<file path="src/tuner_pll_pkg.sv">
package tuner_pll_pkg;
  // Clock and slow-rate timing
  localparam int CLK_HZ      = 50_000_000;
  localparam int TB_FREQ_HZ  = 8;
  localparam int TB_DUTY_PCT = 40;
  localparam int TB_PERIOD_CYC = CLK_HZ / TB_FREQ_HZ;
  localparam int TB_HIGH_CYC   = TB_PERIOD_CYC * TB_DUTY_PCT / 100;
  localparam int GATE_TIME_MS  = 4;
  localparam int GATE_CYC      = CLK_HZ / 1000 * GATE_TIME_MS;

  // Serial link framing
  localparam int         ADDR_W   = 8;
  localparam logic [7:0] ADDR_IN  = 8'hA5;
  localparam logic [7:0] ADDR_OUT = 8'h5A;
  localparam int         CTRL_W   = 39;
  localparam int         CNT_W    = 20;
  localparam int         OUT_W    = 23;

  // Control word field positions, first shifted bit is bit 0
  localparam int F_DIV_LO   = 0;
  localparam int F_DIV_HI   = 15;
  localparam int F_AM_SPEED = 16;
  localparam int F_PRESCALE = 17;
  localparam int F_CNT_EN   = 18;
  localparam int F_XTAL     = 19;
  localparam int F_REF_LO   = 20;
  localparam int F_REF_HI   = 23;
  localparam int F_TB_EN    = 24;
  localparam int F_CP_FORCE = 25;
  localparam int F_SENS     = 26;
  localparam int F_TEST_LO  = 27;
  localparam int F_TEST_HI  = 29;
  localparam int F_RSV      = 30;
  localparam int F_UL_LO    = 31;
  localparam int F_UL_HI    = 32;
  localparam int F_TB_DATA  = 33;
  localparam int F_IO1_DIR  = 34;
  localparam int F_IO2_DIR  = 35;
  localparam int F_IO1_DATA = 36;
  localparam int F_IO2_DATA = 37;
  localparam int F_UNL_OUT  = 38;
  localparam logic [CTRL_W-1:0] CTRL_RST = 39'h00_0000_0000;
  localparam logic [3:0]        REF_25K  = 4'h2;

  // APB register map
  localparam logic [7:0] OFF_CTRL_LO = 8'h00;
  localparam logic [7:0] OFF_CTRL_HI = 8'h04;
  localparam logic [7:0] OFF_STATUS  = 8'h08;
  localparam logic [7:0] OFF_MASK    = 8'h0C;
  localparam logic [7:0] OFF_COUNT   = 8'h10;
  localparam int EV_W      = 3;
  localparam int EV_LATCH  = 0;
  localparam int EV_DONE   = 1;
  localparam int EV_UNLOCK = 2;

  typedef enum logic [3:0] {
    ST_IDLE = 4'h1,
    ST_ADDR = 4'h2,
    ST_IN   = 4'h4,
    ST_OUT  = 4'h8
  } link_state_t;
endpackage

</file>
<file path="src/count_if.sv">
`timescale 1ns/1ps
`default_nettype none
interface count_if;
  logic                          enable;
  logic                          pulse;
  logic                          done;
  logic [tuner_pll_pkg::CNT_W-1:0] value;
  modport counter (input enable, input pulse, output done, output value);
  modport owner   (output enable, output pulse, input done, input value);
endinterface
`default_nettype wire

</file>
<file path="src/tuner_pll_serial_control.sv">
`timescale 1ns/1ps
`default_nettype none
module tuner_pll_serial_control #(
  parameter int TB_PERIOD_CYC = tuner_pll_pkg::TB_PERIOD_CYC,
  parameter int TB_HIGH_CYC   = tuner_pll_pkg::TB_HIGH_CYC,
  parameter int GATE_CYC      = tuner_pll_pkg::GATE_CYC
) (
  // Clock and reset
  input  wire logic        clk_sys,
  input  wire logic        reset_n,
  // APB slave
  input  wire logic        psel,
  input  wire logic        penable,
  input  wire logic        pwrite,
  input  wire logic [7:0]  paddr,
  input  wire logic [31:0] pwdata,
  output logic [31:0]      prdata,
  output logic             pready,
  output logic             pslverr,
  output logic             irq,
  // Four-wire serial link
  input  wire logic        bus_select,
  input  wire logic        bus_shift_strobe,
  input  wire logic        serial_in_line,
  output logic             serial_out_o,
  output logic             serial_out_oe_n,
  // Bidirectional ports
  input  wire logic        bidir_pin_one_i,
  output logic             bidir_pin_one_o,
  output logic             bidir_pin_one_oe_n,
  input  wire logic        bidir_pin_two_i,
  output logic             bidir_pin_two_o,
  output logic             bidir_pin_two_oe_n,
  // PLL core side
  input  wire logic        pll_unlocked_in,
  input  wire logic        phase_pump_drive,
  input  wire logic        count_signal_input,
  output logic             timebase_out_pin,
  output logic             charge_pump_out,
  output logic             charge_pump_force_low,
  output logic             input_sensitivity_sel,
  output logic [2:0]       factory_test_bits,
  output logic             fm_local_osc_input,
  output logic             am_local_osc_input,
  output logic [16:0]      effective_divisor,
  output logic [3:0]       ref_select,
  output logic             ref_is_25khz
);
  localparam int NS = 8;

  logic [NS-1:0]                        sync1_r;
  logic [NS-1:0]                        sync2_r;
  logic [NS-1:0]                        prev_r;
  tuner_pll_pkg::link_state_t           state_r;
  logic [5:0]                           bitcnt_r;
  logic [7:0]                           addr_r;
  logic [7:0]                           addr_nxt;
  logic [tuner_pll_pkg::CTRL_W-1:0]     shin_r;
  logic [tuner_pll_pkg::CTRL_W-1:0]     ctrl_r;
  logic [tuner_pll_pkg::OUT_W-1:0]      shout_r;
  logic [1:0]                           io_lat_r;
  logic [tuner_pll_pkg::EV_W-1:0]       status_r;
  logic [tuner_pll_pkg::EV_W-1:0]       mask_r;
  logic [31:0]                          prdata_r;
  logic                                 lock_d_r;
  logic                                 sel_s;
  logic                                 sel_rise;
  logic                                 sel_fall;
  logic                                 stb_rise;
  logic                                 din_s;
  logic                                 lock_flag;
  logic                                 word_ok;
  logic                                 tb_wave;
  logic [tuner_pll_pkg::EV_W-1:0]       ev;
  logic [tuner_pll_pkg::EV_W-1:0]       rd_clr;
  logic                                 access;
  logic [15:0]                          div;
  logic [1:0]                           ul_sel;

  count_if cnt_if ();

  // Every serial link, bidirectional port and PLL core pin passes two flops before use
  always_ff @(posedge clk_sys) begin
    if (!reset_n) begin
      sync1_r <= '0;
      sync2_r <= '0;
      prev_r  <= '0;
    end else begin
      sync1_r <= {count_signal_input, phase_pump_drive, pll_unlocked_in,
                  bidir_pin_two_i, bidir_pin_one_i, serial_in_line,
                  bus_shift_strobe, bus_select};
      sync2_r <= sync1_r;
      prev_r  <= sync2_r;
    end
  end

  assign sel_s    = sync2_r[0];
  assign din_s    = sync2_r[2];
  assign sel_rise = sync2_r[0] & ~prev_r[0];
  assign sel_fall = ~sync2_r[0] & prev_r[0];
  // Only rising strobe edges count, so the idle level does not matter
  assign stb_rise = sync2_r[1] & ~prev_r[1];
  assign addr_nxt = {din_s, addr_r[7:1]};
  assign div      = ctrl_r[tuner_pll_pkg::F_DIV_HI:tuner_pll_pkg::F_DIV_LO];
  assign ul_sel   = ctrl_r[tuner_pll_pkg::F_UL_HI:tuner_pll_pkg::F_UL_LO];
  assign word_ok  = (state_r == tuner_pll_pkg::ST_IN) &&
                    (bitcnt_r == 6'(tuner_pll_pkg::CTRL_W));
  // Detection disabled reports locked
  assign lock_flag = (ul_sel == 2'b00) ? 1'b1 : ~sync2_r[5];

  // Frame engine: address byte, then control word or readback
  always_ff @(posedge clk_sys) begin
    if (!reset_n) begin
      state_r  <= tuner_pll_pkg::ST_IDLE;
      bitcnt_r <= 6'h00;
      addr_r   <= 8'h00;
      shin_r   <= '0;
      shout_r  <= '0;
      io_lat_r <= 2'b00;
    end else if (sel_rise) begin
      state_r  <= tuner_pll_pkg::ST_ADDR;
      bitcnt_r <= 6'h00;
    end else if (!sel_s) begin
      state_r <= tuner_pll_pkg::ST_IDLE;
    end else if (stb_rise) begin
      case (state_r)
        tuner_pll_pkg::ST_ADDR: begin
          addr_r   <= addr_nxt;
          bitcnt_r <= bitcnt_r + 6'h01;
          if (bitcnt_r == 6'(tuner_pll_pkg::ADDR_W - 1)) begin
            bitcnt_r <= 6'h00;
            if (addr_nxt == tuner_pll_pkg::ADDR_IN) begin
              state_r <= tuner_pll_pkg::ST_IN;
            end else if (addr_nxt == tuner_pll_pkg::ADDR_OUT) begin
              state_r  <= tuner_pll_pkg::ST_OUT;
              io_lat_r <= {sync2_r[4], sync2_r[3]};
              shout_r  <= {sync2_r[4], sync2_r[3], lock_flag,
                           cnt_if.value};
            end else begin
              state_r <= tuner_pll_pkg::ST_IDLE;
            end
          end
        end
        tuner_pll_pkg::ST_IN: begin
          // First bit ends in bit 0; extra bits beyond the word are dropped
          if (bitcnt_r != 6'(tuner_pll_pkg::CTRL_W)) begin
            shin_r   <= {din_s, shin_r[tuner_pll_pkg::CTRL_W-1:1]};
            bitcnt_r <= bitcnt_r + 6'h01;
          end
        end
        tuner_pll_pkg::ST_OUT: begin
          shout_r <= {shout_r[tuner_pll_pkg::OUT_W-2:0], 1'b0};
        end
        default: begin
          state_r <= tuner_pll_pkg::ST_IDLE;
        end
      endcase
    end
  end

  // Short words are discarded rather than half applied
  always_ff @(posedge clk_sys) begin
    if (!reset_n) begin
      ctrl_r <= tuner_pll_pkg::CTRL_RST;
    end else if (sel_fall && word_ok) begin
      ctrl_r <= shin_r;
    end
  end

  // Divider path, reference and pin outputs
  always_ff @(posedge clk_sys) begin
    if (!reset_n) begin
      fm_local_osc_input <= 1'b0;
      am_local_osc_input <= 1'b0;
      effective_divisor  <= 17'h0_0000;
      ref_select         <= 4'h0;
      ref_is_25khz       <= 1'b0;
    end else begin
      ref_select   <= ctrl_r[tuner_pll_pkg::F_REF_HI:tuner_pll_pkg::F_REF_LO];
      ref_is_25khz <= (ctrl_r[tuner_pll_pkg::F_REF_HI:tuner_pll_pkg::F_REF_LO]
                       == tuner_pll_pkg::REF_25K);
      if (ctrl_r[tuner_pll_pkg::F_PRESCALE]) begin
        fm_local_osc_input <= 1'b1;
        am_local_osc_input <= 1'b0;
        effective_divisor  <= {div, 1'b0};
      end else if (ctrl_r[tuner_pll_pkg::F_AM_SPEED]) begin
        fm_local_osc_input <= 1'b0;
        am_local_osc_input <= 1'b1;
        effective_divisor  <= {1'b0, div};
      end else begin
        fm_local_osc_input <= 1'b0;
        am_local_osc_input <= 1'b1;
        effective_divisor  <= {5'h00, div[15:4]};
      end
    end
  end

  always_ff @(posedge clk_sys) begin
    if (!reset_n) begin
      timebase_out_pin      <= 1'b0;
      charge_pump_out       <= 1'b0;
      charge_pump_force_low <= 1'b0;
      input_sensitivity_sel <= 1'b0;
      factory_test_bits     <= 3'h0;
      bidir_pin_one_o       <= 1'b0;
      bidir_pin_one_oe_n    <= 1'b1;
      bidir_pin_two_o       <= 1'b0;
      bidir_pin_two_oe_n    <= 1'b1;
      serial_out_oe_n       <= 1'b1;
    end else begin
      timebase_out_pin <= ctrl_r[tuner_pll_pkg::F_TB_EN] ? tb_wave :
                          ctrl_r[tuner_pll_pkg::F_TB_DATA];
      charge_pump_force_low <= ctrl_r[tuner_pll_pkg::F_CP_FORCE];
      charge_pump_out <= ctrl_r[tuner_pll_pkg::F_CP_FORCE] ? 1'b0 :
                         sync2_r[6];
      input_sensitivity_sel <= ctrl_r[tuner_pll_pkg::F_SENS];
      factory_test_bits <=
        ctrl_r[tuner_pll_pkg::F_TEST_HI:tuner_pll_pkg::F_TEST_LO];
      bidir_pin_one_o    <= ctrl_r[tuner_pll_pkg::F_IO1_DATA];
      bidir_pin_one_oe_n <= ~ctrl_r[tuner_pll_pkg::F_IO1_DIR];
      bidir_pin_two_o    <= ctrl_r[tuner_pll_pkg::F_IO2_DATA];
      bidir_pin_two_oe_n <= ~ctrl_r[tuner_pll_pkg::F_IO2_DIR];
      if (state_r == tuner_pll_pkg::ST_OUT) begin
        serial_out_oe_n <= shout_r[tuner_pll_pkg::OUT_W-1];
      end else begin
        serial_out_oe_n <= ~(ctrl_r[tuner_pll_pkg::F_UNL_OUT] &
                             ~lock_flag);
      end
    end
  end

  // Open drain: the pin only ever pulls low
  assign serial_out_o = 1'b0;

  assign cnt_if.enable = ctrl_r[tuner_pll_pkg::F_CNT_EN];
  assign cnt_if.pulse  = sync2_r[7] & ~prev_r[7];

  freq_counter #(.GATE_CYC(GATE_CYC)) u_counter (
    .clk_sys (clk_sys),
    .reset_n (reset_n),
    .cnt     (cnt_if.counter)
  );

  timebase_gen #(.PERIOD_CYC(TB_PERIOD_CYC), .HIGH_CYC(TB_HIGH_CYC)) u_tb (
    .clk_sys (clk_sys),
    .reset_n (reset_n),
    .wave    (tb_wave)
  );

  // Sticky events; only bits returned by the read are cleared
  function automatic logic mapped(input logic [7:0] a);
    mapped = (a == tuner_pll_pkg::OFF_CTRL_LO) ||
             (a == tuner_pll_pkg::OFF_CTRL_HI) ||
             (a == tuner_pll_pkg::OFF_STATUS) ||
             (a == tuner_pll_pkg::OFF_MASK) ||
             (a == tuner_pll_pkg::OFF_COUNT);
  endfunction

  assign access = psel && penable;
  assign ev     = {lock_d_r & ~lock_flag, cnt_if.done, sel_fall & word_ok};
  assign rd_clr = (access && !pwrite && paddr == tuner_pll_pkg::OFF_STATUS) ?
                  prdata_r[tuner_pll_pkg::EV_W-1:0] : '0;

  always_ff @(posedge clk_sys) begin
    if (!reset_n) begin
      status_r <= '0;
      lock_d_r <= 1'b1;
    end else begin
      status_r <= (status_r & ~rd_clr) | ev;
      lock_d_r <= lock_flag;
    end
  end

  always_ff @(posedge clk_sys) begin
    if (!reset_n) begin
      mask_r <= '0;
    end else if (access && pwrite && paddr == tuner_pll_pkg::OFF_MASK) begin
      mask_r <= pwdata[tuner_pll_pkg::EV_W-1:0];
    end
  end

  // Read data captured in the setup phase, zero wait states
  always_ff @(posedge clk_sys) begin
    if (!reset_n) begin
      prdata_r <= 32'h0000_0000;
    end else if (psel && !penable && !pwrite) begin
      if (paddr == tuner_pll_pkg::OFF_CTRL_LO) begin
        prdata_r <= ctrl_r[31:0];
      end else if (paddr == tuner_pll_pkg::OFF_CTRL_HI) begin
        prdata_r <= {25'h000_0000, ctrl_r[tuner_pll_pkg::CTRL_W-1:32]};
      end else if (paddr == tuner_pll_pkg::OFF_STATUS) begin
        prdata_r <= {29'h0000_0000, status_r};
      end else if (paddr == tuner_pll_pkg::OFF_MASK) begin
        prdata_r <= {29'h0000_0000, mask_r};
      end else if (paddr == tuner_pll_pkg::OFF_COUNT) begin
        prdata_r <= {9'h000, io_lat_r, lock_flag, cnt_if.value};
      end else begin
        prdata_r <= 32'h0000_0000;
      end
    end
  end

  assign prdata  = prdata_r;
  assign pready  = 1'b1;
  assign pslverr = access && !mapped(paddr);
  assign irq     = |(status_r & mask_r);
endmodule
`default_nettype wire

</file>
<file path="src/freq_counter.sv">
`timescale 1ns/1ps
`default_nettype none
module freq_counter #(
  parameter int GATE_CYC = tuner_pll_pkg::GATE_CYC
) (
  // Clock and reset
  input wire logic clk_sys,
  input wire logic reset_n,
  // Count channel
  count_if.counter cnt
);
  logic                            en_d_r;
  logic                            gate_r;
  logic [31:0]                     gate_cnt_r;
  logic [tuner_pll_pkg::CNT_W-1:0] value_r;
  logic                            done_r;

  always_ff @(posedge clk_sys) begin
    if (!reset_n) begin
      en_d_r <= 1'b0;
    end else begin
      en_d_r <= cnt.enable;
    end
  end

  // Held cleared while disabled, gate opens on the rising enable
  always_ff @(posedge clk_sys) begin
    if (!reset_n || !cnt.enable) begin
      gate_r     <= 1'b0;
      gate_cnt_r <= 32'h0000_0000;
      value_r    <= '0;
      done_r     <= 1'b0;
    end else begin
      done_r <= 1'b0;
      if (!en_d_r) begin
        gate_r     <= 1'b1;
        gate_cnt_r <= 32'h0000_0000;
      end else if (gate_r) begin
        if (cnt.pulse) begin
          value_r <= value_r + 1'b1;
        end
        if (gate_cnt_r == 32'(GATE_CYC - 1)) begin
          gate_r <= 1'b0;
          done_r <= 1'b1;
        end else begin
          gate_cnt_r <= gate_cnt_r + 32'h0000_0001;
        end
      end
    end
  end

  assign cnt.done  = done_r;
  assign cnt.value = value_r;
endmodule
`default_nettype wire

</file>
<file path="src/timebase_gen.sv">
`timescale 1ns/1ps
`default_nettype none
module timebase_gen #(
  parameter int PERIOD_CYC = tuner_pll_pkg::TB_PERIOD_CYC,
  parameter int HIGH_CYC   = tuner_pll_pkg::TB_HIGH_CYC
) (
  // Clock and reset
  input  wire logic clk_sys,
  input  wire logic reset_n,
  // Square wave
  output logic      wave
);
  logic [31:0] cnt_r;
  logic        wave_r;

  // Free running so the wave phase does not jump on enable
  always_ff @(posedge clk_sys) begin
    if (!reset_n) begin
      cnt_r <= 32'h0000_0000;
    end else if (cnt_r == 32'(PERIOD_CYC - 1)) begin
      cnt_r <= 32'h0000_0000;
    end else begin
      cnt_r <= cnt_r + 32'h0000_0001;
    end
  end

  always_ff @(posedge clk_sys) begin
    if (!reset_n) begin
      wave_r <= 1'b0;
    end else begin
      wave_r <= (cnt_r < 32'(HIGH_CYC));
    end
  end

  assign wave = wave_r;
endmodule
`default_nettype wire

</file>
<file path="config.mk">
export PLATFORM = sky130hd
export DESIGN_NAME = tuner_pll_serial_control
export DESIGN_NICKNAME = d
export VERILOG_FILES = /design/src/tuner_pll_pkg.sv /design/src/count_if.sv /design/src/tuner_pll_serial_control.sv /design/src/freq_counter.sv /design/src/timebase_gen.sv
export SDC_FILE = /design/constraint.sdc
export NUM_CORES = 1
export LEC_CHECK = 0
export ABC_AREA = 1
export BUFFER_PORTS_ARGS = -buffer_cell sky130_fd_sc_hd__buf_2
export CORE_AREA = 2 2 203 205
export DETAILED_ROUTE_END_ITERATION = 8
export DIE_AREA = 0 0 205 207
export PLACE_DENSITY = 0.52
export SLEW_MARGIN = 0
export SYNTH_ARGS = -nofsm -noshare
export SYNTH_HDL_FRONTEND = slang
export SYNTH_SLANG_ARGS = --single-unit
</file>
<file path="constraint.sdc">
create_clock -name clk_sys -period 2.3 [get_ports clk_sys]
set_input_delay 0.23 -clock clk_sys [delete_from_list [all_inputs] [get_ports clk_sys]]
set_output_delay 0.23 -clock clk_sys [all_outputs]
set_load 0.02 [all_outputs]
</file>
# --- After elaboration in Yosys (flattened, before gate mapping) ---
# Index checks and enable logic that the tools add are counted.
word_totals:
  ff_bits: 308
  input_bits: 53
  output_inout_bits: 72
  word_cells: 165
op_classes:
  addsub: 4
  order_cmp: 1
  n_eq_ne: 22
  muxes: 31
  n_bitwise: 27
  reduce_logical: 42
op_table:
  columns: ["cell", "count"]
  rows:
  - ["23-bit 2-to-1 mux", 7]
  - ["32-bit by 1-bit adder with 32-bit output, second input constant", 2]
  - ["23-bit case mux with 2 select lines", 1]
  - ["32-bit by 18-bit == test with 1-bit output, second input constant", 1]
  - ["32-bit by 23-bit == test with 1-bit output, second input constant", 1]
  - ["32-bit by 22-bit < comparator with 1-bit output, second input constant", 1]
  - ["32-bit 2-to-1 mux", 1]
  - ["20-bit by 1-bit adder with 20-bit output, second input constant", 1]
  - ["17-bit 2-to-1 mux", 1]
  - ["8-bit by 4-bit == test with 1-bit output, second input constant", 2]
  - ["16-bit 2-to-1 mux", 1]
  - ["1-bit NOT", 16]
  - ["7-bit AND reduction", 2]
  - ["4-bit 2-to-1 mux", 3]
  - ["6-bit 2-to-1 mux", 2]
  - ["6-bit case mux with 2 select lines", 1]
  - ["2-bit OR reduction", 6]
  - ["1-bit logical AND", 10]
  - ["1-bit 2-to-1 mux", 9]
  - ["3-bit AND reduction", 3]
  - ["3-bit OR reduction", 3]
  - ["4-bit by 2-bit == test with 1-bit output, second input constant", 2]
  - ["8-bit by 3-bit == test with 1-bit output, second input constant", 1]
  - ["8-bit by 5-bit == test with 1-bit output, second input constant", 1]
  - ["28 further kinds", 49]

# --- Depth between registers and ports, before layout ---
depth:
  depth_word: 8
  mapped_depth: 11
  mapped_depth_nobuf: 10

# --- Modules after synthesis ---
# Synthesis repeated with hierarchy kept, for this count alone.
hier_totals:
  hier_cells: 1961
  hier_area_um2: 13730.7
by_module_without_submodules:
  columns: ["mod", "instances", "cells_each", "area_per_inst_um2", "seq_area_each_um2"]
  rows:
  - ["tuner_pll_serial_control", 1, 1148, 8663.3, 4284.1]
  - ["freq_counter", 1, 485, 3093.0, 1101.1]
  - ["timebase_gen", 1, 328, 1974.4, 660.6]

# --- Least setup slack after synthesis ---
# OpenSTA, ideal clock, no wires.
synth_path:
  kind: "reg-to-reg"
  from: "register u_counter.gate_cnt_r[0]"
  to: "register u_counter.gate_cnt_r[14]"
  setup_time_ns: 0.132
  t_arrival_ns: 1.488
  required_time_ns: 2.168
  slack_ns: 0.679
  path_stages_with_launch: 10
  n_path_buf: 1
  synth_period_minus_slack_ns: 1.621
  cell_sequence: "dfxtp_1 > ha_1 > inv_1 > nor2_4 > nand3_1 > nor2_1 > nand2_2 > clkbuf_1 > nand3_1 > a21oi_1"
synth_via:
  elab_chain_cells: 3
  word_cells_on_any_way: 4
  classes_between: "add/sub (1); eq/ne (1); bitwise (1); reduce/logical (1)"
synth_lines:
  columns: ["element", "line_no", "source"]
  rows:
  - ["from (decl)", "freq_counter.sv:14", "logic [31:0] gate_cnt_r;"]
  - ["from (signal assigned)", "freq_counter.sv:46", "gate_cnt_r <= gate_cnt_r + 32'h0000_0001;"]
  - ["branches (longest 3 deep; another with 32-bit by 1-bit adder with 32-bit output)", null, null]
# Several ways; the timed one is not identified.
# A chain may end at the register's enable or synchronous reset.

# --- Final worst setup path ---
layout_path:
  from: "register u_tb.cnt_r[0]"
  to: "register u_tb.cnt_r[14]"
layout_via:
  elab_chain_cells: 2
  word_cells_on_any_way: 3
  classes_between: "add/sub (1); eq/ne (1); reduce/logical (1)"
layout_lines:
  columns: ["element", "line_no", "source"]
  rows:
  - ["from (decl)", "timebase_gen.sv:13", "logic [31:0] cnt_r;"]
  - ["from (signal assigned)", "timebase_gen.sv:23", "cnt_r <= cnt_r + 32'h0000_0001;"]
  - ["branches (longest 2 deep; another with 32-bit by 1-bit adder with 32-bit output)", null, null]
# Several ways; the timed one is not identified.

==> flow_metrics.py <==
metrics = {
    "die": {
        "die_area_um2": 42400,
        "die_h_um": 207,
        "rows": 74,
        "initial_core_util": 0.344,
        "ioPinCount": 125,
        "die_w_um": 205,
        "core_um2": 40400,
    },
    "critical_path": {
        "cp-start-kind": "flip-flop",
        "cp_slowest_cell": "dfxtp_1",
        "end_kind": "flip-flop",
        "crit_path_max_fanout": 5,
        "crit_start": "u_tb.cnt_r[0]",
        "cp_top_family": "simple AND/OR/NAND/NOR gates",
        "arrival_ns": 2.39,
        "cpPeakStageDelay_ns": 0.39,
        "cp_cell_sequence": "ha_1, nand2_1, nor2_4, inv_1, nor2_4, inv_1, nor2_1, xor2_1, inv_1, nor2_1",
        "path_common_cell": "inv_1",
        "crit_buf_inv": 3,
        "required_ns": 2.79,
        "worstReg2RegStart": "u_tb.cnt_r[0]",
        "criticalPathCategory": "flip-flop to flip-flop",
    },
    "global_route": {
        "grt-ovfl-total": 0,
        "grt_pass1_wl_um": 62000,
        "grt_usage": 0.178,
        "antenna_found_initial": 1,
        "grt_pass1_vias": 12000,
        "grt_start_max_net_pins": 91,
    },
    "drt": {
        "wl_per_cell_um": 14.1,
        "first_pass_iters": 5,
        "ant_nets": 0,
        "initialDrtViolationCount": 788,
        "vias": 12700,
        "drt-total-wl_um": 37500,
        "route.detailed.drc": 0,
        "vias_per_cell": 4.77,
    },
    "finish": {
        "antenna_cells": 0,
        "area.growth.synth_to_final_pct": 16.7,
        "fill_cells": 4322,
        "layout.nets": 2163,
        "layout.cells.non_filler": 2662,
        "drive_gt1_frac": 0.101,
    },
    "sta": {
        "finClkSkew_ns": 0.0131,
        "setup_viol": 0,
        "rsz0062_at_grt": "no",
        "finalCritPeriodShare": 0.826,
        "drv_slew": 0,
        "hold_ws_ns": 0.0362,
        "final.setup.tns_ns": 0,
        "slew_headroom": 0.466,
        "max_freq_ghz": 0.526,
        "fin_crit_ns": 1.90,
        "hold_viol": 0,
        "tightest_slew_ns": 0.801,
    },
    "clock_tree": {
        "clk_latency_ns": 0.55,
        "post_cts_resize_count": 0,
        "cts_tree": "built",
        "cts_root_buf": "clkbuf_16",
        "cts_buffers": 35,
        "cts_buffer_depth": 3,
        "cts_setup_buffers": 0,
        "htreeDepth": 2,
        "clk_pin_slew_ns": 0.06,
        "clock-sinks": 302,
    },
    "logic_synthesis": {
        "ys_types": 44,
        "seq_area_frac_synth": 0.436,
        "yosys_warnings": 0,
        "avgSynthCellArea_um2": 6.86,
        "synth-seq-cells": 302,
        "syn-instance-count": 2022,
        "synth_edf_count": 0,
        "ys_async_sr_fraction": 0,
        "syn_area_um2": 13900,
        "synth_ff_type": "dfxtp_1",
        "syn_nets": 2079,
    },
    "placed_design": {
        "gp_congestion": 0.878,
        "port_buffers": 93,
        "dp.cells": 2591,
        "place_hpwl_um": 26700,
    },
    "power": {
        "p_leak_uw": 0.00629,
        "irDropWorstVdd_mv": 0.519,
        "pwr_density_cell_nw_per_um2": 715,
    },
    "worst_hold_path": {
        "min_from": "pwdata[1]",
        "min_path_type": "input port to flip-flop",
    },
    "status": {
        "status": "finished, final reports clean",
    },
    "run": {
        "cap_violations": 0,
    },
}
==> sequential cells by signal, indices dropped and copies added (netlist names), 2 cells and up <==
signal and cells:
status_r 3, u_tb.cnt_r 32, addr_r 7, io_lat_r 2
factory_test_bits 3, ref_select 4, ctrl_r 39, prdata 32
sync1_r 8, bitcnt_r 6, prev_r 3, shin_r 39
state_r 4, u_counter.gate_cnt_r 32, shout_r 23, mask_r 3
sync2_r 8, effective_divisor 17, u_counter.cnt.value 20
==> metal layers <==
metal	vias up	track usage	wire, um
met4	0	0.0583	894
met1	5780	0.250	18400
met3	51	0.0316	1680
met2	224	0.277	16500
li1	6638	-	-
met5	-	0	0
==> worst register-to-register path: stages, from the launching register on <==
cell and delay (ns):
dfxtp_1 0.39, ha_1 0.24, nand2_1 0.13, nor2_4 0.17
inv_1 0.13, nor2_4 0.16, inv_1 0.08, nor2_1 0.25
xor2_1 0.17, inv_1 0.05, nor2_1 0.07
==> placed cells by master (no fill, tap or decap), drive strengths merged, types with 27 or more instances in the layout <==
cell type  instances
nor2             230
nand2            497
nand3            107
clkbuf            44
nand4             27
buf              121
a21oi            212
dfxtp            302
inv              268
o21ai            179
==> logic make-up (layout without fill, tap and decap cells) <==
kind of cell / after synthesis / in the layout / synth area share
AOI/OAI and AO/OA: 425 / 425 / 0.160
xor gates and xnor gates: 22 / 22 / 0.0139
adders and majority gates: 4 / 4 / 0.00361
buffers and inverters: 351 / 459 / 0.102
DFF: 302 / 302 / 0.436
other: 2 / 2 / 0.000542
and+or+nand+nor: 916 / 916 / 0.284
==> Yosys cell counts (2+ instances only) <==
library cell  instances  area [um2]
buf_1                 7        26.3
o32ai_1               4        35.0
inv_1               262         983
nor4_1                5        31.3
a211oi_1              3        22.5
o21a_1                4        30.0
nand2_2               4        25.0
inv_2                 5        18.8
or2_2                 2        12.5
conb_1                2        7.51
xor2_1               16         140
nand3_2               4        40.0
o211ai_1              7        52.6
nor3_1               21         105
ha_1                  4        50.1
clkbuf_1             47         176
nor2_2                8        50.1
xnor2_1               6        52.6
a31oi_1               4        25.0
nor2_1              215         807
o21bai_1              9        67.6
nor2_4                6        67.6
nand3_1             103         515
dfxtp_1             302        6050
a21oi_1             211        1060
nand3b_1             24         180
buf_4                 2        15.0
nand4_1              25         156
nand2_1             492        1850
buf_2                19        95.1
buf_6                 9         101
o21ai_0             178         891
==> final timing paths <==
check,endpoint,slack (ns),cells after the start
worst min-delay path,mask_r[1],0.04,3
worst max-delay path,u_tb.cnt_r[14],0.40,10
worst min register to register,sync2_r[7],0.41,2
worst max register to register,u_tb.cnt_r[14],0.40,10
==> power by group <==
part / switching, uW / leakage, uW / total [uW] / internal, uW
Combinational: 234 / 0.00325 / 351 / 117
Clock: 2330 / 0.000599 / 5910 / 3580
Sequential: 28.1 / 0.00244 / 5310 / 5280
==> per-stage QoR <==
step / utilization / power (uW) / setup slack [ns] / area [um2]
global route: 0.401 / 12000 / 0.190 / 16200
floorplan: - / 5640 / 0.679 / 13900
global placement: 0.368 / 5760 / 0.440 / 14900
CTS: 0.401 / 11700 / 0.411 / 16200
finish: 0.401 / 11600 / 0.400 / 16200
detailed placement: 0.368 / 5770 / 0.435 / 14900
==> final cells by class <==
cell class	count	area, um2	area share
tap	532	666	0.0411
sequential	302	6050	0.374
timing repair buffer	131	841	0.0519
clock buffer	44	970	0.0599
multi-input combinational	1369	6410	0.396
inverter	267	1000	0.0619
clock inverter	17	255	0.0158
==> repair_timing <==
item / CTS / global route
endpoints found under the hold margin: 10 / 0
setup endpoints to repair: 0 / 0
hold buffers: 10 / 0
No activity file was read; power rests on OpenSTA's default activity.
